### config.mk
export PLATFORM = sky130hd
export DESIGN_NAME = isw_bank
export DESIGN_NICKNAME = d
export VERILOG_FILES = /design/src/isw_pkg.sv /design/src/isw_bank.sv /design/src/isw_toolset.sv
export VERILOG_INCLUDE_DIRS = /design/src
export SDC_FILE = /design/constraint.sdc
export NUM_CORES = 1
export LEC_CHECK = 0
export BUFFER_PORTS_ARGS = -buffer_cell sky130_fd_sc_hd__clkbuf_2
export CORE_MARGIN = 2
export CORE_UTILIZATION = 30
export CTS_CLUSTER_DIAMETER = 40
export DETAILED_ROUTE_END_ITERATION = 12
export MAX_ROUTING_LAYER = met4
export PLACE_DENSITY_LB_ADDON = 0.12
export SLEW_MARGIN = 20
export SYNTH_ARGS = -nofsm -noshare
export SYNTH_HDL_FRONTEND = slang
export SYNTH_SLANG_ARGS = --single-unit
export TNS_END_PERCENT = 20
### constraint.sdc
create_clock -name clk_i -period 6.6 [get_ports clk_i]
set_input_delay 0.33 -clock clk_i [delete_from_list [all_inputs] [get_ports clk_i]]
set_output_delay 0.33 -clock clk_i [all_outputs]
set_load 0.01 [all_outputs]
### src/isw_map.svh
// constants for the inspection status word bank
// How it works
// RULE1: bad config or template write sets config error
// RULE2: validation errors also set config error bit
// RULE3: bit 2 reads one only for owning host
// RULE4: ownership bit reads zero over serial ports
// RULE5: busy bit high throughout setup mode
// RULE6: busy also high during downloads, else low
// RULE7: setup entry clears both results valid flags
// RULE8: master fault high when any tool fails
// RULE9: trigger, reference, probe and window flag layout
// RULE10: host picks remote toolset via output word bits
// RULE11: status bits refresh with every inspection
`ifndef ISW_MAP_SVH
`define ISW_MAP_SVH
// ----------------------------------------------------------------
// word offsets on the backplane
// ----------------------------------------------------------------
`define ISW_TS1_GEN 9'h010
`define ISW_TS1_WINA 9'h011
`define ISW_TS1_WINB 9'h012
`define ISW_TS2_GEN 9'h118
`define ISW_TS2_WINA 9'h119
`define ISW_TS2_WINB 9'h11a
// ----------------------------------------------------------------
// word index on the remote and serial links
// ----------------------------------------------------------------
`define ISW_LNK_GEN 2'h0
`define ISW_LNK_WINA 2'h1
`define ISW_LNK_WINB 2'h2
// ----------------------------------------------------------------
// general word bit positions
// ----------------------------------------------------------------
`define ISW_B_CFGERR 1
`define ISW_B_OWNER 2
`define ISW_B_BUSY 3
`define ISW_B_MISS1 4
`define ISW_B_MISS2 5
`define ISW_B_VALID1 6
`define ISW_B_VALID2 7
`define ISW_B_REF 8
`define ISW_B_PROBE 14
`define ISW_B_MFAULT 15
// toolset select bits in discrete output word 3
`define ISW_SEL_TS1 4
`define ISW_SEL_TS2 5
// number of windows per toolset in this bank
`define ISW_NWIN 10
`define ISW_RST_WORD 16'h0000
`endif

### src/isw_pkg.sv
// types for the inspection status word bank
`include "isw_map.svh"
package isw_pkg;
  // one inspection's outcome as delivered by the vision engine
  typedef struct packed {
    logic [5:0] ref_fail; // lines 1-3 then windows 1-3
    logic probe_fail;
    logic [`ISW_NWIN-1:0] win_warn;
    logic [`ISW_NWIN-1:0] win_fault;
  } isw_result_t;
  // which link currently holds host ownership
  typedef enum logic [1:0] {
    ISW_OWN_NONE = 2'h0,
    ISW_OWN_BP = 2'h1,
    ISW_OWN_RIO = 2'h3
  } isw_owner_t;
  // stored words of one toolset
  typedef struct packed {
    logic [15:0] gen_hi; // bits 8-15 of general word
    logic [15:0] win_a;
    logic [15:0] win_b;
  } isw_ts_words_t;
endpackage

### src/isw_bank.sv
// inspection status word bank with backplane, remote and serial views
`timescale 1ns/10ps
`include "isw_map.svh"
module isw_bank (
  // clock and reset
  input wire logic clk_i,
  input wire logic nrst_i,
  // vision engine events
  input wire logic [1:0] insp_done_i,
  input wire isw_pkg::isw_result_t result1_i,
  input wire isw_pkg::isw_result_t result2_i,
  input wire logic [1:0] trig_miss_i,
  // configuration and mode state
  input wire logic cfg_bad_write_i,
  input wire logic cfg_validate_err_i,
  input wire logic cfg_accept_i,
  input wire logic setup_mode_i,
  input wire logic download_i,
  input wire isw_pkg::isw_owner_t host_owner_i,
  // backplane read port
  input wire logic bp_rd_i,
  input wire logic [8:0] bp_addr_i,
  output logic bp_ack_o,
  output logic bp_err_o,
  output logic [15:0] bp_data_o,
  // remote link read port
  input wire logic rio_rd_i,
  input wire logic [1:0] rio_addr_i,
  input wire logic [15:0] rio_out_word3_i,
  output logic rio_ack_o,
  output logic [15:0] rio_data_o,
  // serial port read path
  input wire logic ser_rd_i,
  input wire logic ser_ts_i,
  input wire logic [1:0] ser_addr_i,
  output logic ser_ack_o,
  output logic [15:0] ser_data_o
);
  import isw_pkg::*;

  // ----------------------------------------------------------------
  // reset release
  // ----------------------------------------------------------------
  logic rst_meta_q;
  logic rst_sync_q;
  logic rst_n;

  // two stages so the release is clean against clk_i
  always_ff @(posedge clk_i or negedge nrst_i) begin
    if (!nrst_i) begin
      rst_meta_q <= 1'b0;
      rst_sync_q <= 1'b0;
    end else begin
      rst_meta_q <= 1'b1;
      rst_sync_q <= rst_meta_q;
    end
  end

  assign rst_n = rst_sync_q;

  // ----------------------------------------------------------------
  // per toolset result words
  // ----------------------------------------------------------------
  isw_ts_words_t ts1_words;
  isw_ts_words_t ts2_words;

  isw_toolset u_ts1 (
    .clk_i(clk_i),
    .rst_ni(rst_n),
    .done_i(insp_done_i[0]),
    .result_i(result1_i),
    .words_o(ts1_words)
  );

  isw_toolset u_ts2 (
    .clk_i(clk_i),
    .rst_ni(rst_n),
    .done_i(insp_done_i[1]),
    .result_i(result2_i),
    .words_o(ts2_words)
  );

  // ----------------------------------------------------------------
  // shared status flags
  // ----------------------------------------------------------------
  logic cfg_err_q;
  logic busy_q;
  logic setup_prev_q;
  logic setup_enter;
  logic [1:0] miss_q;
  logic [1:0] valid_q;
  logic any_done;

  assign setup_enter = setup_mode_i & ~setup_prev_q;
  assign any_done = |insp_done_i;

  // config error: a new fault wins over an accepted configuration
  always_ff @(posedge clk_i or negedge rst_n) begin
    if (!rst_n) begin
      cfg_err_q <= 1'b0;
    end else if (cfg_bad_write_i) begin
      cfg_err_q <= 1'b1; // RULE1
    end else if (cfg_validate_err_i) begin
      cfg_err_q <= 1'b1; // RULE2
    end else if (cfg_accept_i) begin
      cfg_err_q <= 1'b0;
    end
  end

  // busy follows setup mode and download activity
  always_ff @(posedge clk_i or negedge rst_n) begin
    if (!rst_n) begin
      busy_q <= 1'b0;
      setup_prev_q <= 1'b0;
    end else begin
      busy_q <= setup_mode_i | download_i; // RULE5 RULE6
      setup_prev_q <= setup_mode_i;
    end
  end

  // missed triggers stick until the next finished inspection
  always_ff @(posedge clk_i or negedge rst_n) begin
    if (!rst_n) begin
      miss_q <= 2'h0;
    end else begin
      for (int k = 0; k < 2; k++) begin
        if (trig_miss_i[k]) begin
          miss_q[k] <= 1'b1; // RULE9
        end else if (any_done) begin
          miss_q[k] <= 1'b0; // RULE11
        end
      end
    end
  end

  // results valid per toolset, dropped on entry into setup
  always_ff @(posedge clk_i or negedge rst_n) begin
    if (!rst_n) begin
      valid_q <= 2'h0;
    end else begin
      for (int k = 0; k < 2; k++) begin
        if (insp_done_i[k]) begin
          valid_q[k] <= 1'b1; // RULE11
        end else if (setup_enter) begin
          valid_q[k] <= 1'b0; // RULE7
        end
      end
    end
  end

  // ----------------------------------------------------------------
  // word assembly
  // ----------------------------------------------------------------
  // build a general word; owner bit depends on who is reading
  function automatic logic [15:0] gen_word(input logic [15:0] hi, input logic owner);
    logic [15:0] w;
    w = hi;
    w[`ISW_B_CFGERR] = cfg_err_q;
    w[`ISW_B_OWNER] = owner; // RULE3
    w[`ISW_B_BUSY] = busy_q;
    w[`ISW_B_MISS1] = miss_q[0];
    w[`ISW_B_MISS2] = miss_q[1];
    w[`ISW_B_VALID1] = valid_q[0];
    w[`ISW_B_VALID2] = valid_q[1];
    return w;
  endfunction

  // pick one of the three words of a toolset by link index
  function automatic logic [15:0] link_word(input isw_ts_words_t ts, input logic [1:0] idx,
                                            input logic owner);
    logic [15:0] w;
    w = 16'h0000;
    if (idx == `ISW_LNK_GEN) begin
      w = gen_word(ts.gen_hi, owner);
    end else if (idx == `ISW_LNK_WINA) begin
      w = ts.win_a;
    end else if (idx == `ISW_LNK_WINB) begin
      w = ts.win_b;
    end
    return w;
  endfunction

  logic bp_owner;
  logic rio_owner;
  logic rio_pick_ts2;

  assign bp_owner = (host_owner_i == ISW_OWN_BP); // RULE3
  assign rio_owner = (host_owner_i == ISW_OWN_RIO); // RULE3
  // toolset 2 only when its select bit alone is set
  assign rio_pick_ts2 = rio_out_word3_i[`ISW_SEL_TS2] &
                        ~rio_out_word3_i[`ISW_SEL_TS1]; // RULE10

  // ----------------------------------------------------------------
  // backplane read port
  // ----------------------------------------------------------------
  logic [15:0] bp_data_d;
  logic bp_err_d;

  // address decode; unmapped words read zero with error
  always_comb begin
    bp_data_d = `ISW_RST_WORD;
    bp_err_d = 1'b0;
    if (bp_addr_i == `ISW_TS1_GEN) begin
      bp_data_d = gen_word(ts1_words.gen_hi, bp_owner);
    end else if (bp_addr_i == `ISW_TS1_WINA) begin
      bp_data_d = ts1_words.win_a;
    end else if (bp_addr_i == `ISW_TS1_WINB) begin
      bp_data_d = ts1_words.win_b;
    end else if (bp_addr_i == `ISW_TS2_GEN) begin
      bp_data_d = gen_word(ts2_words.gen_hi, bp_owner);
    end else if (bp_addr_i == `ISW_TS2_WINA) begin
      bp_data_d = ts2_words.win_a;
    end else if (bp_addr_i == `ISW_TS2_WINB) begin
      bp_data_d = ts2_words.win_b;
    end else begin
      bp_err_d = 1'b1;
    end
  end

  logic [15:0] bp_data_q;
  logic bp_ack_q;
  logic bp_err_q;

  // answer one cycle after the strobe; data held until next read
  always_ff @(posedge clk_i or negedge rst_n) begin
    if (!rst_n) begin
      bp_data_q <= `ISW_RST_WORD;
      bp_ack_q <= 1'b0;
      bp_err_q <= 1'b0;
    end else begin
      bp_ack_q <= bp_rd_i;
      if (bp_rd_i) begin
        bp_data_q <= bp_data_d;
        bp_err_q <= bp_err_d;
      end
    end
  end

  // ----------------------------------------------------------------
  // remote link read port
  // ----------------------------------------------------------------
  logic [15:0] rio_data_q;
  logic rio_ack_q;

  // the selected toolset feeds all link words
  always_ff @(posedge clk_i or negedge rst_n) begin
    if (!rst_n) begin
      rio_data_q <= `ISW_RST_WORD;
      rio_ack_q <= 1'b0;
    end else begin
      rio_ack_q <= rio_rd_i;
      if (rio_rd_i) begin
        rio_data_q <= rio_pick_ts2 ? link_word(ts2_words, rio_addr_i, rio_owner) :
                      link_word(ts1_words, rio_addr_i, rio_owner); // RULE10
      end
    end
  end

  // ----------------------------------------------------------------
  // serial read path
  // ----------------------------------------------------------------
  logic [15:0] ser_data_q;
  logic ser_ack_q;

  // serial ports have no ownership notion, so bit 2 stays low
  always_ff @(posedge clk_i or negedge rst_n) begin
    if (!rst_n) begin
      ser_data_q <= `ISW_RST_WORD;
      ser_ack_q <= 1'b0;
    end else begin
      ser_ack_q <= ser_rd_i;
      if (ser_rd_i) begin
        ser_data_q <= ser_ts_i ? link_word(ts2_words, ser_addr_i, 1'b0) :
                      link_word(ts1_words, ser_addr_i, 1'b0); // RULE4
      end
    end
  end

  // outputs
  assign bp_ack_o = bp_ack_q;
  assign bp_err_o = bp_err_q;
  assign bp_data_o = bp_data_q;
  assign rio_ack_o = rio_ack_q;
  assign rio_data_o = rio_data_q;
  assign ser_ack_o = ser_ack_q;
  assign ser_data_o = ser_data_q;
endmodule

### src/isw_toolset.sv
// result words of one toolset, refreshed at each inspection
`timescale 1ns/10ps
`include "isw_map.svh"
module isw_toolset (
  // clock and reset
  input wire logic clk_i,
  input wire logic rst_ni,
  // inspection results
  input wire logic done_i,
  input wire isw_pkg::isw_result_t result_i,
  // stored words
  output isw_pkg::isw_ts_words_t words_o
);
  import isw_pkg::*;

  logic [15:0] gen_d;
  logic [31:0] win_d;
  isw_ts_words_t words_q;

  // interleave warning and fault flags, two bits per window
  always_comb begin
    win_d = 32'h00000000;
    for (int k = 0; k < `ISW_NWIN; k++) begin
      win_d[2*k] = result_i.win_warn[k]; // RULE9
      win_d[2*k+1] = result_i.win_fault[k]; // RULE9
    end
  end

  // reference, probe and master fault bits of the general word
  always_comb begin
    gen_d = 16'h0000;
    gen_d[`ISW_B_REF +: 6] = result_i.ref_fail; // RULE9
    gen_d[`ISW_B_PROBE] = result_i.probe_fail; // RULE9
    gen_d[`ISW_B_MFAULT] = |result_i.ref_fail | result_i.probe_fail |
                           |result_i.win_fault; // RULE8
  end

  // capture a new set of words with each finished inspection
  always_ff @(posedge clk_i or negedge rst_ni) begin
    if (!rst_ni) begin
      words_q <= '0;
    end else if (done_i) begin
      words_q.gen_hi <= gen_d; // RULE11
      words_q.win_a <= win_d[15:0]; // RULE11
      words_q.win_b <= win_d[31:16]; // RULE11
    end
  end

  assign words_o = words_q;
endmodule

* Word-level counts from Yosys, hierarchy flattened
Index checks and enable logic that the tools add are counted.
Storage, ports and cells: register bits 117, bits of input ports 100, logic and storage cells 90
Cells by class: equality and inequality tests 12, reduce and logical (&&, ||, !) cells 12, bitwise operators 9, muxes and demuxes 35
Operators with widths (count):
- 16-bit 2-to-1 mux | 15
- 9-bit by 5-bit equality test with 1-bit output, second input constant | 3
- 9-bit equality test, second input constant | 3
- 4-bit 2-to-1 mux | 5
- 10-bit OR reduction | 2
- 1-bit 2-to-1 mux | 15
- 6-bit OR reduction | 2
- 2-bit nonzero test | 4
- 2-bit by 1-bit equality test with 1-bit output, second input constant | 3
- 2-bit equality test, second input constant | 3
- 1-bit OR | 5
- 2-bit logical NOT | 2
- 3-bit nonzero test | 1
- 1-bit AND | 2
- 1-bit NOT | 2
- 2-bit OR reduction | 1

* Logic depth before layout (Yosys ltp)
Gate-level depths: netlist of run 1.
depth in word-level cells 7, mapped depth 6, depth with buffers taken out 4

* Modules after synthesis
From an unflattened synthesis of run 1, not the netlist that was laid out.
Second synthesis, totals: cell total of the unflattened synthesis 691, area, all modules 7046.8 µm²
Modules (own cells, without submodules):
- isw_bank | sequential area each 1526.5 µm², cells each 519, area each 4566.9 µm², times used 1
- isw_toolset | sequential area each 700.7 µm², cells each 86, area each 1239.9 µm², times used 2

* Least setup slack after synthesis of run 1
No wires, ideal clock.
path kind input to register, start input bp_addr_i[7], end register bp_data_q[2] (netlist: bp_data_o[2]), path slack 4676 ps, data required time 6465 ps, cell stages on the path 6, arrival time 1789 ps, library setup time 135 ps, path through or4b_4 buf_6 or4_4 buf_6 o21ai_1 o22ai_1
Between the ends: cells in the longest elaborated chain, start to end 7
RTL lines:
- from (decl) | line isw_bank.sv:22 | input wire logic [8:0] bp_addr_i,
- 9-bit equality test (no source line)
- 4-bit 2-to-1 mux | line isw_bank.sv:213 | end else if (bp_addr_i == `ISW_TS2_WINB) begin
- 16-bit 2-to-1 mux | line isw_bank.sv:211 | end else if (bp_addr_i == `ISW_TS2_WINA) begin
- 16-bit 2-to-1 mux | line isw_bank.sv:209 | end else if (bp_addr_i == `ISW_TS2_GEN) begin
- 16-bit 2-to-1 mux | line isw_bank.sv:207 | end else if (bp_addr_i == `ISW_TS1_WINB) begin
- 16-bit 2-to-1 mux | line isw_bank.sv:205 | end else if (bp_addr_i == `ISW_TS1_WINA) begin
- 16-bit 2-to-1 mux (*) | line isw_bank.sv:203 | if (bp_addr_i == `ISW_TS1_GEN) begin
- to (signal assigned) | line isw_bank.sv:227 | bp_data_q <= `ISW_RST_WORD;
- to (signal assigned) | line isw_bank.sv:233 | bp_data_q <= bp_data_d;
- to (decl) | line isw_bank.sv:220 | logic [15:0] bp_data_q;
Every way passes the cells marked *; elsewhere a longest branch is shown, timed or not. A chain may end at the register's enable or synchronous reset.

* Final worst setup path of run 1
start input bp_addr_i[7], end register bp_data_q[12] (netlist: bp_data_o[12])
Between the ends: cells in the longest elaborated chain, start to end 6
RTL lines (line):
- 9-bit equality test (no source line)
- 16-bit 2-to-1 mux | isw_bank.sv:211
- 16-bit 2-to-1 mux | isw_bank.sv:209
- 16-bit 2-to-1 mux | isw_bank.sv:207
- 16-bit 2-to-1 mux | isw_bank.sv:205
- 16-bit 2-to-1 mux (*) | isw_bank.sv:203
Marked as above.

==> flow_metrics.env, run 1 <==
export IMPL_tightest_slew_ns=1.01
export IMPL_antenna_found_initial=0
export IMPL_die_y_um=145
export IMPL_layout_nets=743
export IMPL_synth_cells=524
export IMPL_std_cell_rows=51
export IMPL_yosys_warnings=0
export IMPL_grt_usage=0.193
export IMPL_io_pins=152
export IMPL_fmax_ghz=0.527
export IMPL_syn_area_per_cell_um2=11.3
export IMPL_postRouteAntennaNets=0
export IMPL_p_leak_uw=0.00329
export IMPL_outcome="finished clean"
export IMPL_ys_seq_area_frac=0.493
export IMPL_place_inst=888
export IMPL_whs_endpoint="setup_prev_q"
export IMPL_cts_sinks=117
export IMPL_drive_gt1_frac=0.380
export IMPL_drv_cap=0
export IMPL_worst_ep_required_time_ns=6.92
export IMPL_routed_via_count=4783
export IMPL_synth_cell_types=51
export IMPL_drt_drc_violations_left=0
export IMPL_rsz0062_at_grt="no"
export IMPL_wl_um=19100
export IMPL_dieArea_um2=20900
export IMPL_finalCritPeriodShare=0.287
export IMPL_grt_pass1_vias=4750
export IMPL_fin_hold_ws_ns=0.0588
export IMPL_regToRegEndpoint="u_ts2.words_o[22]"
export IMPL_path_max_fanout=20
export IMPL_gp_congestion=0.790
export IMPL_crit_path_end_kind="register"
export IMPL_grt_max_degree=60
export IMPL_portBuffers=137
export IMPL_worst_path_largest_cell_delay_ns=0.70
export IMPL_insertion_delay_ns=0.42
export IMPL_crit_start="bp_addr_i[7]"
export IMPL_intPower_uw=1510
export IMPL_critical_path_arrival_ns=2.22
export IMPL_grt_overflow=0
export IMPL_dieWidth_um=145
export IMPL_antenna_cells=0
export IMPL_synth_edff_count=0
export IMPL_setup_slack_ns=4.70
export IMPL_crit_path_start_kind="input port"
export IMPL_slew_violations=0
export IMPL_critical_path_class="in -> reg"
export IMPL_numCtsBuffers=17
export IMPL_p_clk_frac=0.449
export IMPL_hold_violations=0
export IMPL_dpl_hpwl_um=13300
export IMPL_cpLargestDelayFamily="simple AND/OR/NAND/NOR gates"
export IMPL_r2r_cells=1
export IMPL_crit_chain="clkbuf_2, or4b_4, or3_1, o21a_1, a221oi_2"
export IMPL_cts_root_buf="clkbuf_16"
export IMPL_min_delay_start="setup_mode_i"
export IMPL_cts_tree="done"
export IMPL_rrSetupSlack_ns=4.91
export IMPL_pre_cts_ws_ns=4.27
export IMPL_syn_nets=624
export IMPL_cts_htree_levels=4
export IMPL_clock_skew_ns=0.00512
export IMPL_p_seq_frac=0.413
export IMPL_drtIter0Drc=445
export IMPL_fillers=1930
export IMPL_grt_pass1_wl_um=28700
export IMPL_fin_crit_ns=1.90
export IMPL_setup_viol=0
export IMPL_whs_path_depth=1
export IMPL_switchingPower_uw=542
export IMPL_cp_num_buf_inv=1
export IMPL_via_per_inst=5.19
export IMPL_async_flop_share=1.00
export IMPL_wl_per_cell_um=20.7
export IMPL_syn_area_um2=5940
export IMPL_clkTransAtPathRegs_ns=0.05
export IMPL_synth_flop_cell="dfrtp_1"
export IMPL_p_per_area_nw_per_um2=279
export IMPL_final_cell_count_no_fill=921
export IMPL_syn2layout_area_growth_pct=24.0
export IMPL_final_setup_tns_ns=0
export IMPL_hold_path_class="in -> reg"
export IMPL_start_util=0.305
export IMPL_drtPass1Iterations=5
export IMPL_r2r_start="rst_n"
export IMPL_core_area_um2=19500
export IMPL_max_slew_margin_rel=0.326
export IMPL_clockBufferDepth=2
export IMPL_cpMaxStageDelayCell="or4b_4"
export IMPL_power_frac_comb=0.138
export IMPL_irDropWorstVdd_v=0.000174
export IMPL_synth_seq_cells=117
export IMPL_swShare=0.264
[logic make-up (layout without fill, tap and decap cells)]
kind of cell	Yosys count	after routing	share of synthesized area
other cells	1	1	0.000631
mux	73	73	0.166
compound gates	139	139	0.177
simple gates	111	111	0.0990
flops	117	117	0.493
buf+inv	83	215	0.0647
[Yosys cell counts (all sizes together), types with 5 or more instances]
cell type	n	area (um2)
mux4	16	360
nor2	33	124
a22o	12	105
dfrtp	117	2930
nor4	9	71.3
o221a	8	90.1
nand2b	10	62.6
a21o	6	45.0
a31oi	6	37.5
o21ai	23	115
a221oi	15	156
nor2b	15	93.8
buf	11	81.3
nand2	26	97.6
nand3b	5	37.5
a21oi	14	70.1
a22oi	9	67.6
o22ai	19	119
mux2i	12	120
mux2	45	507
inv	40	150
clkbuf	32	153
[metal layers]
layer | vias up | global-route usage | part of all wire
li1 | 2183 | - | -
met1 | 2426 | 0.268 | 0.48
met2 | 155 | 0.286 | 0.46
met3 | 19 | 0.0382 | 0.043
met4 | 0 | 0.0623 | 0.014
met5 | - | - | 0
[metrics by stage]
| step | area, um2 | utilization | total power, uW |
|---|---|---|---|
| after floorplan | 5940 | - | 1020 |
| after global placement | 6760 | 0.348 | 1140 |
| after detailed placement | 6760 | 0.348 | 1150 |
| after CTS | 7360 | 0.378 | 2080 |
| after global routing | 7360 | 0.378 | 2150 |
| final | 7360 | 0.378 | 2050 |
[final cells by class]
| type | count | area (um2) | area share |
|---|---|---|---|
| clock inverters | 9 | 100 | 0.0136 |
| flip-flops and latches | 117 | 2930 | 0.398 |
| inverters | 40 | 150 | 0.0204 |
| repair buffers | 143 | 733 | 0.0996 |
| clock buffers | 23 | 488 | 0.0663 |
| multi-input cells | 324 | 2630 | 0.357 |
| well taps | 265 | 332 | 0.0450 |
[layout by cell type (no fill, tap or decap), types with 5 or more instances in the layout]
| cell type | n |
|---|---|
| nor4_1 | 8 |
| a221oi_1 | 11 |
| nand2b_1 | 10 |
| nand2_1 | 26 |
| clkinv_2 | 5 |
| a31oi_1 | 6 |
| a21o_1 | 6 |
| a21oi_1 | 14 |
| buf_4 | 5 |
| nor2_1 | 33 |
| mux4_2 | 16 |
| o21ai_0 | 20 |
| o22ai_1 | 19 |
| inv_1 | 40 |
| nor2b_1 | 15 |
| dfrtp_1 | 116 |
| a22oi_1 | 9 |
| a22o_1 | 12 |
| clkbuf_16 | 17 |
| mux2_2 | 45 |
| nand3b_1 | 5 |
| clkbuf_2 | 137 |
| mux2i_1 | 12 |
| o221a_2 | 5 |
[power groups by stage]
stage	clock network (uW)	logic [uW]	registers, uW
floorplan	0	162	857
global placement	0	280	860
detailed placement	0	285	862
CTS	939	287	849
global route	976	311	860
finish	921	283	849
[timing repair]
| action | CTS | global route |
|---|---|---|
| buffers inserted | 0 | 0 |
| gates resized for setup | 0 | 0 |
| hold buffers | 1 | 0 |
| hold endpoints to repair | 2 | 0 |
| setup endpoints to repair | 0 | 0 |
[registers in the layout, indices dropped and copies added, names as in the netlist, 2 cells and up]
| register | flops |
|---|---|
| rio_data_o | 16 |
| u_ts1.words_o | 28 |
| u_ts2.words_o | 28 |
| ser_data_o | 16 |
| valid_q | 2 |
| miss_q | 2 |
| bp_data_o | 16 |
[worst max-delay path by stage]
| stage | to | cells past startpoint |
|---|---|---|
| floorplan | bp_ack_o | 0 |
| global placement | bp_data_o[15] | 5 |
| finish | bp_data_o[12] | 5 |
| CTS | bp_data_o[12] | 5 |
| detailed placement | bp_data_o[12] | 5 |
| global route | u_ts2.words_o[22] | 1 |
(Power assumes the default switching activity.)
==> run 2: changes to the inputs <==
==> constraint.sdc (replaced) <==
create_clock -name clk_i -period 1.6 [get_ports clk_i]
set_input_delay 0.08 -clock clk_i [delete_from_list [all_inputs] [get_ports clk_i]]
set_output_delay 0.08 -clock clk_i [all_outputs]
set_load 0.01 [all_outputs]
==> flow_metrics.env, run 2 (synthesized netlist as in run 1, its figures left out) <==
export IMPL_via_per_inst=5.00
export IMPL_mostFrequentLayoutCell="clkbuf_2"
export IMPL_drtPass1Iterations=5
export IMPL_mostFrequentLayoutCells="clkbuf_2 (137), dfrtp_1 (116), dlygate4sd3_1 (65), mux2_2 (45), inv_1 (40)"
export IMPL_clkTransAtPathRegs_ns=0.05
export IMPL_crit_chain="clkbuf_2, or4b_4, buf_4, or2_0, o311ai_1, o221a_1"
export IMPL_io_pins=152
export IMPL_dieWidth_um=145
export IMPL_hold_path_class="in -> reg"
export IMPL_insertion_delay_ns=0.42
export IMPL_cts_tree="done"
export IMPL_start_util=0.305
export IMPL_fin_crit_ns=1.43
export IMPL_critical_path_arrival_ns=1.78
export IMPL_grt_max_degree=55
export IMPL_dpl_hpwl_um=14500
export IMPL_outcome="finished clean"
export IMPL_critical_path_class="in -> reg"
export IMPL_core_area_um2=19500
export IMPL_antenna_found_initial=0
export IMPL_stdcell_area_um2=8360
export IMPL_cts_root_buf="clkbuf_16"
export IMPL_min_delay_start="ser_rd_i"
export IMPL_clock_skew_ns=0.00717
export IMPL_drt_drc_violations_left=0
export IMPL_worst_path_largest_cell_delay_ns=0.58
export IMPL_drv_cap=0
export IMPL_clockBufferDepth=2
export IMPL_gp_congestion=0.849
export IMPL_cpLargestDelayFamily="simple AND/OR/NAND/NOR gates"
export IMPL_cpMaxStageDelayCell="or4b_4"
export IMPL_worst_ep_required_time_ns=1.95
export IMPL_layout_nets=842
export IMPL_post_cts_setup_buffer_count=0
export IMPL_syn2layout_area_growth_pct=40.7
export IMPL_ctsResizeCount=0
export IMPL_std_cell_rows=51
export IMPL_p_per_area_nw_per_um2=1050
export IMPL_drtIter0Drc=422
export IMPL_drive_gt1_frac=0.375
export IMPL_irDropWorstVdd_v=0.000699
export IMPL_grt_pass1_vias=5080
export IMPL_finalCritPeriodShare=0.897
export IMPL_setup_viol=0
export IMPL_postLayoutCoreUtil=0.430
export IMPL_crit_path_end_kind="register"
export IMPL_routed_via_count=5095
export IMPL_die_y_um=145
export IMPL_numCtsBuffers=17
export IMPL_slew_violations=0
export IMPL_wl_um=19800
export IMPL_antenna_cells=0
export IMPL_fmax_ghz=0.697
export IMPL_rsz0062_at_grt="no"
export IMPL_grt_overflow=0
export IMPL_crit_start="bp_addr_i[7]"
export IMPL_cp_num_buf_inv=2
export IMPL_portBuffers=137
export IMPL_cts_sinks=117
export IMPL_cts_htree_levels=4
export IMPL_wl_per_cell_um=19.4
export IMPL_path_max_fanout=7
export IMPL_placed_cell_area_um2=7110
export IMPL_postRouteAntennaNets=0
export IMPL_crit_path_start_kind="input port"
export IMPL_p_leak_uw=0.00375
export IMPL_dieArea_um2=20900
export IMPL_grt_pass1_wl_um=29900
export IMPL_tightest_slew_ns=0.672
export IMPL_hold_violations=0
export IMPL_max_slew_margin_rel=0.551
export IMPL_r2r_start="cfg_err_q"
export IMPL_grt_usage=0.201
==> run 2: cell types whose count changed in the layout (fill, tap and decap cells not counted), moves of 2 or more <==
cell           delta
dlygate4sd3_1    +64
buf_12            +7
clkbuf_8          -2
clkinv_2          -2
buf_4            +28
==> run 2: metrics by stage <==
step                      setup WS, ns  TNS [ns]  total power, uW  instances  hold slack [ns]
final                            0.165         0             8770       1019           0.0281
after CTS                        0.171         0             8860       1019           0.0267
after detailed placement        -0.258     -2.82             4830        923           -0.132
after global placement          -0.206     -2.28             4800        923           -0.134
after global routing            0.0517         0             9160       1019           0.0326
after floorplan                -0.0745    -0.461             4200        524           -0.216
==> run 2: path summary, 6_finish.rpt <==
| kind | to | slack [ns] | cells after the start |
|---|---|---|---|
| max in group asynchronous | ser_data_o[1] | 0.75 | 1 |
| max reg2reg | bp_data_o[1] | 0.26 | 3 |
| min in group asynchronous | u_ts2.words_o[40] | 0.23 | 0 |
| min reg2reg | u_ts2.words_o[40] | 0.23 | 0 |
| min | ser_data_o[3] | 0.03 | 2 |
| max | bp_data_o[5] | 0.17 | 6 |
==> run 2: layer usage <==
| layer | GRT usage | vias to the layer above | routed length, um |
|---|---|---|---|
| met1 | 0.281 | 2550 | 9550 |
| met3 | 0.0438 | 14 | 930 |
| met5 | - | - | 0 |
| li1 | - | 2382 | - |
| met4 | 0.0598 | 0 | 260 |
| met2 | 0.297 | 149 | 9040 |
==> run 2: what timing repair did <==
| item | in CTS | in global routing |
|---|---|---|
| hold buffers | 65 | 0 |
| endpoints found under the setup margin | 0 | 0 |
| hold endpoints to repair | 70 | 0 |
==> run 2: layout make-up <==
class	instances	area (um2)
clock buffer	22	464
clock inverter	9	128
fill	1844	11100
inverter	40	150
multi-input combinational	324	2630
sequential	117	2930
tap	265	332
timing repair buffer	242	1720
==> run 2: worst reg2reg max path: stages, from the launching register on <==
cell	delay, ns
dfrtp_1	0.39
or4_1	0.47
a32oi_1	0.24
o22ai_1	0.11
==> run 2: power breakdown <==
part	total, uW	leakage [uW]	switching, uW	internal (uW)
registers	3490	0.00141	261	3230
clock network	3880	0.000282	1370	2510
logic	1400	0.00206	669	729
